`src/rtl/gpio_bank_defs.vh`:
```
`ifndef GPIO_BANK_DEFS_VH
`define GPIO_BANK_DEFS_VH

// Register indices; the bus byte address is four times the index.
`define IDX_A_DATA   4'h0
`define IDX_B_DATA   4'h1
`define IDX_C_DATA   4'h2
`define IDX_D_DATA   4'h3
`define IDX_A_DIR    4'h4
`define IDX_B_DIR    4'h5
`define IDX_C_DIR    4'h6
`define IDX_D_DIR    4'h7
`define IDX_E_DATA   4'h8
`define IDX_E_DIR    4'hC
`define IDX_A_PULLUP 4'hD
`define IDX_C_PULLUP 4'hE
`define IDX_D_PULLUP 4'hF

// Address decode fields.
`define ADDR_W       16
`define IDX_LSB      2
`define IDX_MSB      5

// Implemented bit masks.
`define MASK_FULL    8'hFF
`define MASK_C       8'h7F
`define MASK_E       8'h3F

// Reset values.
`define DIR_RESET    8'h00
`define PULLUP_RESET 8'h00

// Shared peripheral pin positions.
`define CONV_PINS    5'h08
`define SPI_LSB      0
`define TIMER_LSB    4
`define SCI_TX_BIT   0
`define SCI_RX_BIT   1

// Bus answers.
`define RESP_OKAY    2'h0
`define RESP_SLVERR  2'h2

`endif

```
`src/rtl/gpio_five_port_bank.v`:
```
// Local design decision: the AXI4-Lite register port.
`timescale 1ns/1ns
`include "gpio_bank_defs.vh"
module gpio_five_port_bank (
	// System
	input  wire              clk_sys,
	input  wire              rst,
	// AXI4-Lite write address
	input  wire [15:0]       s_axi_awaddr,
	input  wire              s_axi_awvalid,
	output wire              s_axi_awready,
	// AXI4-Lite write data
	input  wire [31:0]       s_axi_wdata,
	input  wire [3:0]        s_axi_wstrb,
	input  wire              s_axi_wvalid,
	output wire              s_axi_wready,
	// AXI4-Lite write response
	output wire [1:0]        s_axi_bresp,
	output wire              s_axi_bvalid,
	input  wire              s_axi_bready,
	// AXI4-Lite read address
	input  wire [15:0]       s_axi_araddr,
	input  wire              s_axi_arvalid,
	output wire              s_axi_arready,
	// AXI4-Lite read data
	output wire [31:0]       s_axi_rdata,
	output wire [1:0]        s_axi_rresp,
	output wire              s_axi_rvalid,
	input  wire              s_axi_rready,
	// Port A pins
	input  wire [7:0]        portAIn,
	output wire [7:0]        portAOut,
	output wire [7:0]        portAOe,
	output wire [7:0]        portAPullup,
	// Port B pins
	input  wire [7:0]        portBIn,
	output wire [7:0]        portBOut,
	output wire [7:0]        portBOe,
	// Port C pins
	input  wire [6:0]        portCIn,
	output wire [6:0]        portCOut,
	output wire [6:0]        portCOe,
	output wire [6:0]        portCPullup,
	// Port D pins
	input  wire [7:0]        portDIn,
	output wire [7:0]        portDOut,
	output wire [7:0]        portDOe,
	output wire [7:0]        portDPullup,
	// Port E pins
	input  wire [5:0]        portEIn,
	output wire [5:0]        portEOut,
	output wire [5:0]        portEOe,
	// Keypad interrupt unit
	input  wire [7:0]        keypadIrqEnables,
	output wire [7:0]        keypadInputs,
	// Converter
	input  wire [4:0]        converterChannelSelect,
	// Serial peripheral
	input  wire              serialPeriphEnable,
	input  wire [3:0]        spiPinOut,
	input  wire [3:0]        spiPinOe,
	// Timers, two select bits per channel
	input  wire [7:0]        timerEdgeLevelSelect,
	input  wire [3:0]        timerPinOut,
	input  wire [3:0]        timerPinOe,
	// Asynchronous serial
	input  wire              asyncSerialEnable,
	input  wire              sciTxData
);
	// Bus state
	reg  [15:0] awAddr_r;
	reg         awFull_r;
	reg  [7:0]  wData_r;
	reg         wLane0_r;
	reg         wFull_r;
	reg         bValid_r;
	reg  [1:0]  bResp_r;
	reg  [31:0] rData_r;
	reg  [1:0]  rResp_r;
	reg         rValid_r;
	reg  [7:0]  keypadInputs_r;
	reg  [7:0]  readMux;
	wire        doWrite;
	wire        wrOk;
	wire [3:0]  wrIdx;
	wire [3:0]  rdIdx;

	// Register contents
	wire [7:0]  portADataLatch;
	wire [7:0]  portBDataLatch;
	wire [7:0]  portCDataLatch;
	wire [7:0]  portDDataLatch;
	wire [7:0]  portEDataLatch;
	wire [7:0]  portADirection;
	wire [7:0]  portBDirection;
	wire [7:0]  portCDirection;
	wire [7:0]  portDDirection;
	wire [7:0]  portEDirection;
	wire [7:0]  portAPullupEnable;
	wire [7:0]  portCPullupEnable;
	wire [7:0]  portDPullupEnable;

	// Pin-side views
	wire [7:0]  readA;
	wire [7:0]  readB;
	wire [7:0]  readC;
	wire [7:0]  readD;
	wire [7:0]  readE;
	wire [7:0]  cOut;
	wire [7:0]  cOe;
	wire [7:0]  cPull;
	wire [7:0]  eOut;
	wire [7:0]  eOe;
	wire [7:0]  ovB;
	wire [7:0]  ovD;
	wire [7:0]  ovE;
	wire [7:0]  ovDOut;
	wire [7:0]  ovDOe;
	wire [7:0]  ovEOut;
	wire [3:0]  timerOn;

	function [3:0] regIdx;
		input [15:0] addr;
		begin
			regIdx = addr[`IDX_MSB:`IDX_LSB];
		end
	endfunction

	// Indices 9 to B and anything above the map answer with an error.
	function isMapped;
		input [15:0] addr;
		begin
			isMapped = (addr[15:`IDX_MSB+1] == 10'h000) &&
				!((addr[`IDX_MSB:`IDX_LSB] > `IDX_E_DATA) &&
				(addr[`IDX_MSB:`IDX_LSB] < `IDX_E_DIR));
		end
	endfunction

	// Address and data are taken independently and held until both are in.
	assign s_axi_awready = !awFull_r && !bValid_r;
	assign s_axi_wready  = !wFull_r && !bValid_r;
	assign s_axi_bvalid  = bValid_r;
	assign s_axi_bresp   = bResp_r;
	assign s_axi_arready = !rValid_r;
	assign s_axi_rvalid  = rValid_r;
	assign s_axi_rdata   = rData_r;
	assign s_axi_rresp   = rResp_r;

	assign doWrite = awFull_r && wFull_r;
	assign wrIdx   = regIdx(awAddr_r);
	assign wrOk    = doWrite && wLane0_r && isMapped(awAddr_r);
	assign rdIdx   = regIdx(s_axi_araddr);

	always @(posedge clk_sys or posedge rst) begin
		if (rst) begin
			awAddr_r <= 16'h0000;
			awFull_r <= 1'b0;
			wData_r  <= 8'h00;
			wLane0_r <= 1'b0;
			wFull_r  <= 1'b0;
			bValid_r <= 1'b0;
			bResp_r  <= `RESP_OKAY;
		end else begin
			if (s_axi_awvalid && s_axi_awready) begin
				awAddr_r <= s_axi_awaddr;
				awFull_r <= 1'b1;
			end
			if (s_axi_wvalid && s_axi_wready) begin
				wData_r  <= s_axi_wdata[7:0];
				wLane0_r <= s_axi_wstrb[0];
				wFull_r  <= 1'b1;
			end
			if (doWrite) begin
				awFull_r <= 1'b0;
				wFull_r  <= 1'b0;
				bValid_r <= 1'b1;
				bResp_r  <= isMapped(awAddr_r) ? `RESP_OKAY : `RESP_SLVERR;
			end else if (bValid_r && s_axi_bready) begin
				bValid_r <= 1'b0;
			end
		end
	end

	always @* begin
		case (rdIdx)
			`IDX_A_DATA:   readMux = readA;
			`IDX_B_DATA:   readMux = readB;
			`IDX_C_DATA:   readMux = readC & `MASK_C;
			`IDX_D_DATA:   readMux = readD;
			`IDX_A_DIR:    readMux = portADirection;
			`IDX_B_DIR:    readMux = portBDirection;
			`IDX_C_DIR:    readMux = portCDirection;
			`IDX_D_DIR:    readMux = portDDirection;
			`IDX_E_DATA:   readMux = readE & `MASK_E;
			`IDX_E_DIR:    readMux = portEDirection;
			`IDX_A_PULLUP: readMux = portAPullupEnable;
			`IDX_C_PULLUP: readMux = portCPullupEnable;
			`IDX_D_PULLUP: readMux = portDPullupEnable;
			default:       readMux = 8'h00;
		endcase
	end

	always @(posedge clk_sys or posedge rst) begin
		if (rst) begin
			rData_r  <= 32'h00000000;
			rResp_r  <= `RESP_OKAY;
			rValid_r <= 1'b0;
		end else if (s_axi_arvalid && s_axi_arready) begin
			rData_r  <= isMapped(s_axi_araddr) ? {24'h000000, readMux} : 32'h00000000;
			rResp_r  <= isMapped(s_axi_araddr) ? `RESP_OKAY : `RESP_SLVERR;
			rValid_r <= 1'b1;
		end else if (rValid_r && s_axi_rready) begin
			rValid_r <= 1'b0;
		end
	end

	// Data latches: no reset, written whatever the direction.
	masked_reg #(.MASK(`MASK_FULL), .RESET_VAL(8'h00), .HAS_RESET(0)) u_aData (
		.clk_sys(clk_sys), .rst(rst), .wrEn(wrOk && wrIdx == `IDX_A_DATA),
		.wrData(wData_r), .value(portADataLatch));
	masked_reg #(.MASK(`MASK_FULL), .RESET_VAL(8'h00), .HAS_RESET(0)) u_bData (
		.clk_sys(clk_sys), .rst(rst), .wrEn(wrOk && wrIdx == `IDX_B_DATA),
		.wrData(wData_r), .value(portBDataLatch));
	masked_reg #(.MASK(`MASK_C), .RESET_VAL(8'h00), .HAS_RESET(0)) u_cData (
		.clk_sys(clk_sys), .rst(rst), .wrEn(wrOk && wrIdx == `IDX_C_DATA),
		.wrData(wData_r), .value(portCDataLatch));
	masked_reg #(.MASK(`MASK_FULL), .RESET_VAL(8'h00), .HAS_RESET(0)) u_dData (
		.clk_sys(clk_sys), .rst(rst), .wrEn(wrOk && wrIdx == `IDX_D_DATA),
		.wrData(wData_r), .value(portDDataLatch));
	masked_reg #(.MASK(`MASK_E), .RESET_VAL(8'h00), .HAS_RESET(0)) u_eData (
		.clk_sys(clk_sys), .rst(rst), .wrEn(wrOk && wrIdx == `IDX_E_DATA),
		.wrData(wData_r), .value(portEDataLatch));

	// Direction and pullup enables clear on reset, so every pin not taken over by a peripheral starts as an input.
	masked_reg #(.MASK(`MASK_FULL), .RESET_VAL(`DIR_RESET), .HAS_RESET(1)) u_aDir (
		.clk_sys(clk_sys), .rst(rst), .wrEn(wrOk && wrIdx == `IDX_A_DIR),
		.wrData(wData_r), .value(portADirection));
	masked_reg #(.MASK(`MASK_FULL), .RESET_VAL(`DIR_RESET), .HAS_RESET(1)) u_bDir (
		.clk_sys(clk_sys), .rst(rst), .wrEn(wrOk && wrIdx == `IDX_B_DIR),
		.wrData(wData_r), .value(portBDirection));
	masked_reg #(.MASK(`MASK_C), .RESET_VAL(`DIR_RESET), .HAS_RESET(1)) u_cDir (
		.clk_sys(clk_sys), .rst(rst), .wrEn(wrOk && wrIdx == `IDX_C_DIR),
		.wrData(wData_r), .value(portCDirection));
	masked_reg #(.MASK(`MASK_FULL), .RESET_VAL(`DIR_RESET), .HAS_RESET(1)) u_dDir (
		.clk_sys(clk_sys), .rst(rst), .wrEn(wrOk && wrIdx == `IDX_D_DIR),
		.wrData(wData_r), .value(portDDirection));
	masked_reg #(.MASK(`MASK_E), .RESET_VAL(`DIR_RESET), .HAS_RESET(1)) u_eDir (
		.clk_sys(clk_sys), .rst(rst), .wrEn(wrOk && wrIdx == `IDX_E_DIR),
		.wrData(wData_r), .value(portEDirection));
	masked_reg #(.MASK(`MASK_FULL), .RESET_VAL(`PULLUP_RESET), .HAS_RESET(1)) u_aPu (
		.clk_sys(clk_sys), .rst(rst), .wrEn(wrOk && wrIdx == `IDX_A_PULLUP),
		.wrData(wData_r), .value(portAPullupEnable));
	masked_reg #(.MASK(`MASK_C), .RESET_VAL(`PULLUP_RESET), .HAS_RESET(1)) u_cPu (
		.clk_sys(clk_sys), .rst(rst), .wrEn(wrOk && wrIdx == `IDX_C_PULLUP),
		.wrData(wData_r), .value(portCPullupEnable));
	masked_reg #(.MASK(`MASK_FULL), .RESET_VAL(`PULLUP_RESET), .HAS_RESET(1)) u_dPu (
		.clk_sys(clk_sys), .rst(rst), .wrEn(wrOk && wrIdx == `IDX_D_PULLUP),
		.wrData(wData_r), .value(portDPullupEnable));

	// The selected converter channel floats its pin; channels past seven touch no pin.
	assign ovB = (converterChannelSelect < `CONV_PINS) ?
		(8'h01 << converterChannelSelect[2:0]) : 8'h00;
	genvar t;
	generate
		for (t = 0; t < 4; t = t + 1) begin : g_tim
			assign timerOn[t] = |timerEdgeLevelSelect[2*t+1:2*t];
		end
	endgenerate
	assign ovD    = {timerOn, {4{serialPeriphEnable}}};
	assign ovDOut = {timerPinOut, spiPinOut};
	assign ovDOe  = {timerPinOe, spiPinOe};
	// The receive pin of the asynchronous serial unit is held as an input.
	assign ovE    = {6'h00, asyncSerialEnable, asyncSerialEnable};
	assign ovEOut = {7'h00, sciTxData};
	assign portCOut    = cOut[6:0];
	assign portCOe     = cOe[6:0];
	assign portCPullup = cPull[6:0];
	assign portEOut    = eOut[5:0];
	assign portEOe     = eOe[5:0];

	gpio_pin_port u_portA (
		.latch    (portADataLatch),
		.dir      (portADirection),
		.pullupEn (portAPullupEnable),
		.pinIn    (portAIn),
		.ovMask   (8'h00),
		.ovOut    (8'h00),
		.ovOe     (8'h00),
		.pinOut   (portAOut),
		.pinOe    (portAOe),
		.pullupOn (portAPullup),
		.readVal  (readA)
	);
	gpio_pin_port u_portB (
		.latch    (portBDataLatch),
		.dir      (portBDirection),
		.pullupEn (8'h00),
		.pinIn    (portBIn),
		.ovMask   (ovB),
		.ovOut    (8'h00),
		.ovOe     (8'h00),
		.pinOut   (portBOut),
		.pinOe    (portBOe),
		.pullupOn (),
		.readVal  (readB)
	);
	gpio_pin_port u_portC (
		.latch    (portCDataLatch),
		.dir      (portCDirection),
		.pullupEn (portCPullupEnable),
		.pinIn    ({1'b0, portCIn}),
		.ovMask   (8'h00),
		.ovOut    (8'h00),
		.ovOe     (8'h00),
		.pinOut   (cOut),
		.pinOe    (cOe),
		.pullupOn (cPull),
		.readVal  (readC)
	);
	gpio_pin_port u_portD (
		.latch    (portDDataLatch),
		.dir      (portDDirection),
		.pullupEn (portDPullupEnable),
		.pinIn    (portDIn),
		.ovMask   (ovD),
		.ovOut    (ovDOut),
		.ovOe     (ovDOe),
		.pinOut   (portDOut),
		.pinOe    (portDOe),
		.pullupOn (portDPullup),
		.readVal  (readD)
	);
	gpio_pin_port u_portE (
		.latch    (portEDataLatch),
		.dir      (portEDirection),
		.pullupEn (8'h00),
		.pinIn    ({2'h0, portEIn}),
		.ovMask   (ovE),
		.ovOut    (ovEOut),
		.ovOe     (ovE & 8'h01),
		.pinOut   (eOut),
		.pinOe    (eOe),
		.pullupOn (),
		.readVal  (readE)
	);

	// Keypad lines follow the pin level whatever the direction, gated by their enable.
	always @(posedge clk_sys or posedge rst) begin
		if (rst)
			keypadInputs_r <= 8'h00;
		else
			keypadInputs_r <= portAIn & keypadIrqEnables;
	end
	assign keypadInputs = keypadInputs_r;

	// Loading the latch before raising a direction bit is left to software.
endmodule // gpio_five_port_bank

```
`src/rtl/gpio_pin_port.v`:
```
`timescale 1ns/1ns
module gpio_pin_port (
	// Port registers
	input  wire [7:0] latch,
	input  wire [7:0] dir,
	input  wire [7:0] pullupEn,
	// Pin levels
	input  wire [7:0] pinIn,
	// Shared peripheral takeover
	input  wire [7:0] ovMask,
	input  wire [7:0] ovOut,
	input  wire [7:0] ovOe,
	// Pin drive
	output wire [7:0] pinOut,
	output wire [7:0] pinOe,
	output wire [7:0] pullupOn,
	// Value seen by a data read
	output wire [7:0] readVal
);
	wire [7:0] ownsOut;

	assign pinOut   = (ovMask & ovOut) | (~ovMask & latch);
	assign pinOe    = (ovMask & ovOe) | (~ovMask & dir);
	assign pullupOn = pullupEn & ~dir;
	// A pin the port does not drive is read at its level, never from the latch.
	assign ownsOut  = dir & ~ovMask;
	assign readVal  = (ownsOut & latch) | (~ownsOut & pinIn);
endmodule // gpio_pin_port

```
`src/rtl/masked_reg.v`:
```
`timescale 1ns/1ns
module masked_reg #(
	parameter [7:0] MASK      = 8'hFF,
	parameter [7:0] RESET_VAL = 8'h00,
	parameter       HAS_RESET = 1
) (
	// System
	input  wire       clk_sys,
	input  wire       rst,
	// Write port
	input  wire       wrEn,
	input  wire [7:0] wrData,
	// Contents
	output wire [7:0] value
);
	reg [7:0] value_r;

	// Unimplemented bits never store and always read zero.
	assign value = value_r & MASK;

	generate
		if (HAS_RESET) begin : g_rst
			always @(posedge clk_sys or posedge rst) begin
				if (rst)
					value_r <= RESET_VAL;
				else if (wrEn)
					value_r <= wrData & MASK;
			end
		end else begin : g_keep
			// Data latches keep their contents across reset.
			always @(posedge clk_sys) begin
				if (wrEn)
					value_r <= wrData & MASK;
			end
		end
	endgenerate
endmodule // masked_reg

```
`config.mk`:
```
export PLATFORM = sky130hd
export DESIGN_NAME = gpio_five_port_bank
export DESIGN_NICKNAME = d
export VERILOG_FILES = /design/src/rtl/gpio_five_port_bank.v /design/src/rtl/gpio_pin_port.v /design/src/rtl/masked_reg.v
export VERILOG_INCLUDE_DIRS = /design/src /design/src/rtl
export SDC_FILE = /design/constraint.sdc
export NUM_CORES = 1
export LEC_CHECK = 0
export BUFFER_PORTS_ARGS = -buffer_cell sky130_fd_sc_hd__buf_2
export CORE_MARGIN = 4
export CORE_UTILIZATION = 31
export DETAILED_ROUTE_END_ITERATION = 6
export GPL_TIMING_DRIVEN = 0
export SLEW_MARGIN = 40
export SYNTH_ARGS = -nofsm -noshare
export SYNTH_HDL_FRONTEND = slang
export SYNTH_HIERARCHICAL = 1
export SYNTH_SLANG_ARGS = --single-unit
```
`constraint.sdc`:
```
create_clock -name clk_sys -period 2.4 [get_ports clk_sys]
set_input_delay 0.72 -clock clk_sys [delete_from_list [all_inputs] [get_ports clk_sys]]
set_output_delay 0.72 -clock clk_sys [all_outputs]
set_load 0.02 [all_outputs]
```
==> impl_metrics.yaml <==
yosys:
  syn_avg_cell_area_um2: 11.94
  netlist_area_um2: 8790
  yosysWarnings: 6
  synthCells: 736
route:
  final_antenna_net_count: 0
  drt_wl_total_um: 30150
  drt_iter0_drc: 366
  via_count: 6933
  firstDrtPassIters: 4
  wire_per_inst_um: 19.60
  route.detailed.drc: 0
  via_per_inst: 4.508
cells_and_area:
  final_area_um2: 11910
  layout.nets: 1299
  syn2layout_area_growth_pct: 35.46
  diodes: 0
  nFillCells: 2688
  drive_gt1_frac: 0.4991
timing:
  worst_slew_pin_slew_ns: 0.8076
  hold_viol: 0
  worst_slack_ns: -0.2374
  setup_violations: 13
  final.period_utilization: 1.099
  max_slew_margin: 0.4616
  clock_skew_ns: 0.01680
  fin_crit_ns: 2.637
  grt_setup_unrepaired: "true"
  fmax_mhz: 379.2
  finalMaxSlewViolations: 0
placement:
  pre_cts_slack_ns: -0.4801
  gp_congestion: 0.9291
  dp_hpwl_um: 23580
  portBuffers: 238
  postPlaceCellArea_um2: 11040
worst_setup_path:
  cp.depth: 5
  crit_path_max_incr_delay_ns: 0.44
  cp_top_family: "simple AND/OR/NAND/NOR gates"
  worstSetupPathType: "input port to output port"
  critPathMaxFanout: 4
  end_kind: "output port"
  arrival_ns: 1.92
  path_cells: "buf_6, or3_4, nor3_4, mux2_4, buf_6"
  reg2reg_depth: 7
  required_ns: 1.68
  cp_slowest_cell: "or3_4"
  startpoint_type: "input port"
  cp_num_buf_inv: 2
  cpMostUsedCell: "buf_6"
power:
  combPwrFrac: 0.190
  leakage_nw: 5.959
  intPower_mw: 4.890
  peakVddDrop_uv: 578.9
  power_frac_clock: 0.355
  switching_share: 0.3503
  powerDensity_nw_per_um2: 632.2
  power_mw: 7.527
  pwr-share-seq: 0.455
  switchingPower_mw: 2.637
cts:
  clkSinkCount: 142
  clk_latency_ns: 0.44
  cts_buffer_depth: 2
  cts_tree: "done"
  htree_levels: 4
  numCtsBuffers: 17
  postCtsHoldBufs: 0
  cts-root-buf: "clkbuf_16"
  clkSlewWorstSetupHoldPaths_ns: 0.06
global_routing:
  grt_max_degree: 28
  met2_usage: 0.3161
  use_met3: 0.04754
  use_met1: 0.2522
  grtUsageTotal: 0.1901
  grt_pass1_vias: 7080
  gr-total-overflow: 0
  top_usage_layer: "met2"
  grt_pass1_wl_um: 44080
  grt_antenna_before_repair: 3
status:
  status: "finished with violations"
  violations: "setup timing"
die:
  start_util: 0.3155
  fp.dieW_um: 176.4
  pin_count: 298
  rows: 61
  core_um2: 27860
  die_y_um: 176.4
  dieArea_um2: 31110
worst_hold_path:
  hp-class: "input port to asynchronous set/reset pin"
run:
  cap_violations: 0
==> path summary, 6_finish.rpt <==
kind | start | to | slack (ns)
worst max-delay path | converterChannelSelect[2] | portBOut[0] | -0.24
worst min-delay path | rst | u_eDir/value_r[1] | 0.32
worst max register to register | awAddr_r[10] | u_aPu/value[3] | 0.08
worst min register to register | s_axi_rdata[5] | s_axi_rdata[5] | 0.50
max in group asynchronous | rst | wData_r[1] | 1.56
min in group clk_sys | s_axi_bready | s_axi_bvalid | 0.47
==> layer usage <==
layer / part of all wire / wire length (um) / up-vias
met3: 0.075 / 2264 / 23
met1: 0.45 / 13430 / 3317
li1: - / - / 3294
met4: 0.0093 / 281 / 4
met2: 0.47 / 14140 / 295
met5: 0.0010 / 30 / -
==> state kept, by name, summed over array words and instances, names as in the netlist <==
register         count
awAddr_r            14
keypadInputs         8
s_axi_rdata          8
u_aData/value        8
u_aDir/value         8
u_aPu/value          8
u_bData/value        8
u_bDir/value         8
u_dData/value        8
u_dDir/value         8
u_dPu/value          8
wData_r              8
u_cData/value_r      7
u_cDir/value_r       7
u_cPu/value_r        7
u_eData/value_r      6
u_eDir/value_r       6
awFull_r             1
s_axi_bresp          1
s_axi_bvalid         1
s_axi_rresp          1
s_axi_rvalid         1
wFull_r              1
wLane0_r             1
==> through the flow <==
stage	util	setup TNS, ns	hold slack, ns	std cells
floorplan	-	-0.3538	0.4811	875
global placement	0.3946	-40.68	0.4769	1491
detailed placement	0.3965	-7.869	0.4859	1495
CTS	0.4237	-1.729	0.3106	1532
global route	0.4274	-2.658	0.3336	1538
finish	0.4274	-1.493	0.3226	1538
==> cell usage in the layout, fill, tap and decap left out, types with 4 or more instances in the layout <==
cell,n
dfrtp_1,104
mux2_2,59
or3b_2,5
a31oi_1,4
mux2i_1,16
inv_8,6
nand3_1,9
buf_6,16
nand2b_4,35
or2_2,4
nor2_1,14
a22o_1,7
inv_1,16
conb_1,143
buf_2,252
and2_1,12
nand3b_1,12
nor3_1,6
a21oi_1,23
nand2b_1,6
buf_4,44
nor2b_1,25
o21ai_0,9
nor4_2,4
inv_6,4
o2bb2ai_1,5
clkbuf_16,17
edfxtp_1,37
nand2_1,80
nand4_1,4
nor2_4,5
a21o_1,4
mux2_4,100
==> worst register-to-register path, delay by kind of cell (launching register included) <==
kind / cells / cell delay (ns)
muxes: 1 / 0.32
and+or+nand+nor: 4 / 1.03
DFF: 1 / 0.40
buffers and inverters: 2 / 0.45
==> final cells by class <==
class                      instances  area (um2)  area share
clock buffer                      17       425.4     0.03573
multi-input combinational        653        5231      0.4394
sequential                       142        3740      0.3141
buffer                            63       450.4     0.03783
timing repair buffer             253        1353      0.1136
tap                              378       473.0     0.03972
inverter                          17       66.31    0.005570
clock inverter                    15       167.7     0.01408
==> power by group through the flow <==
stage               clock network, mW  registers, mW  logic (mW)
finish                           2.67           3.42        1.43
floorplan                           0           3.13       0.949
global placement                    0           3.44        1.35
global route                     2.82           3.47        1.57
detailed placement                  0           3.45        1.38
CTS                              2.73           3.41        1.41
==> what timing repair did <==
item                       in CTS  in global routing
gates cloned                    0                  0
setup endpoints to repair      46                 92
buffers inserted                5                  6
gates resized for setup        33                 12
pin swaps                       9                  6
Power figures use the tool's default switching activity.
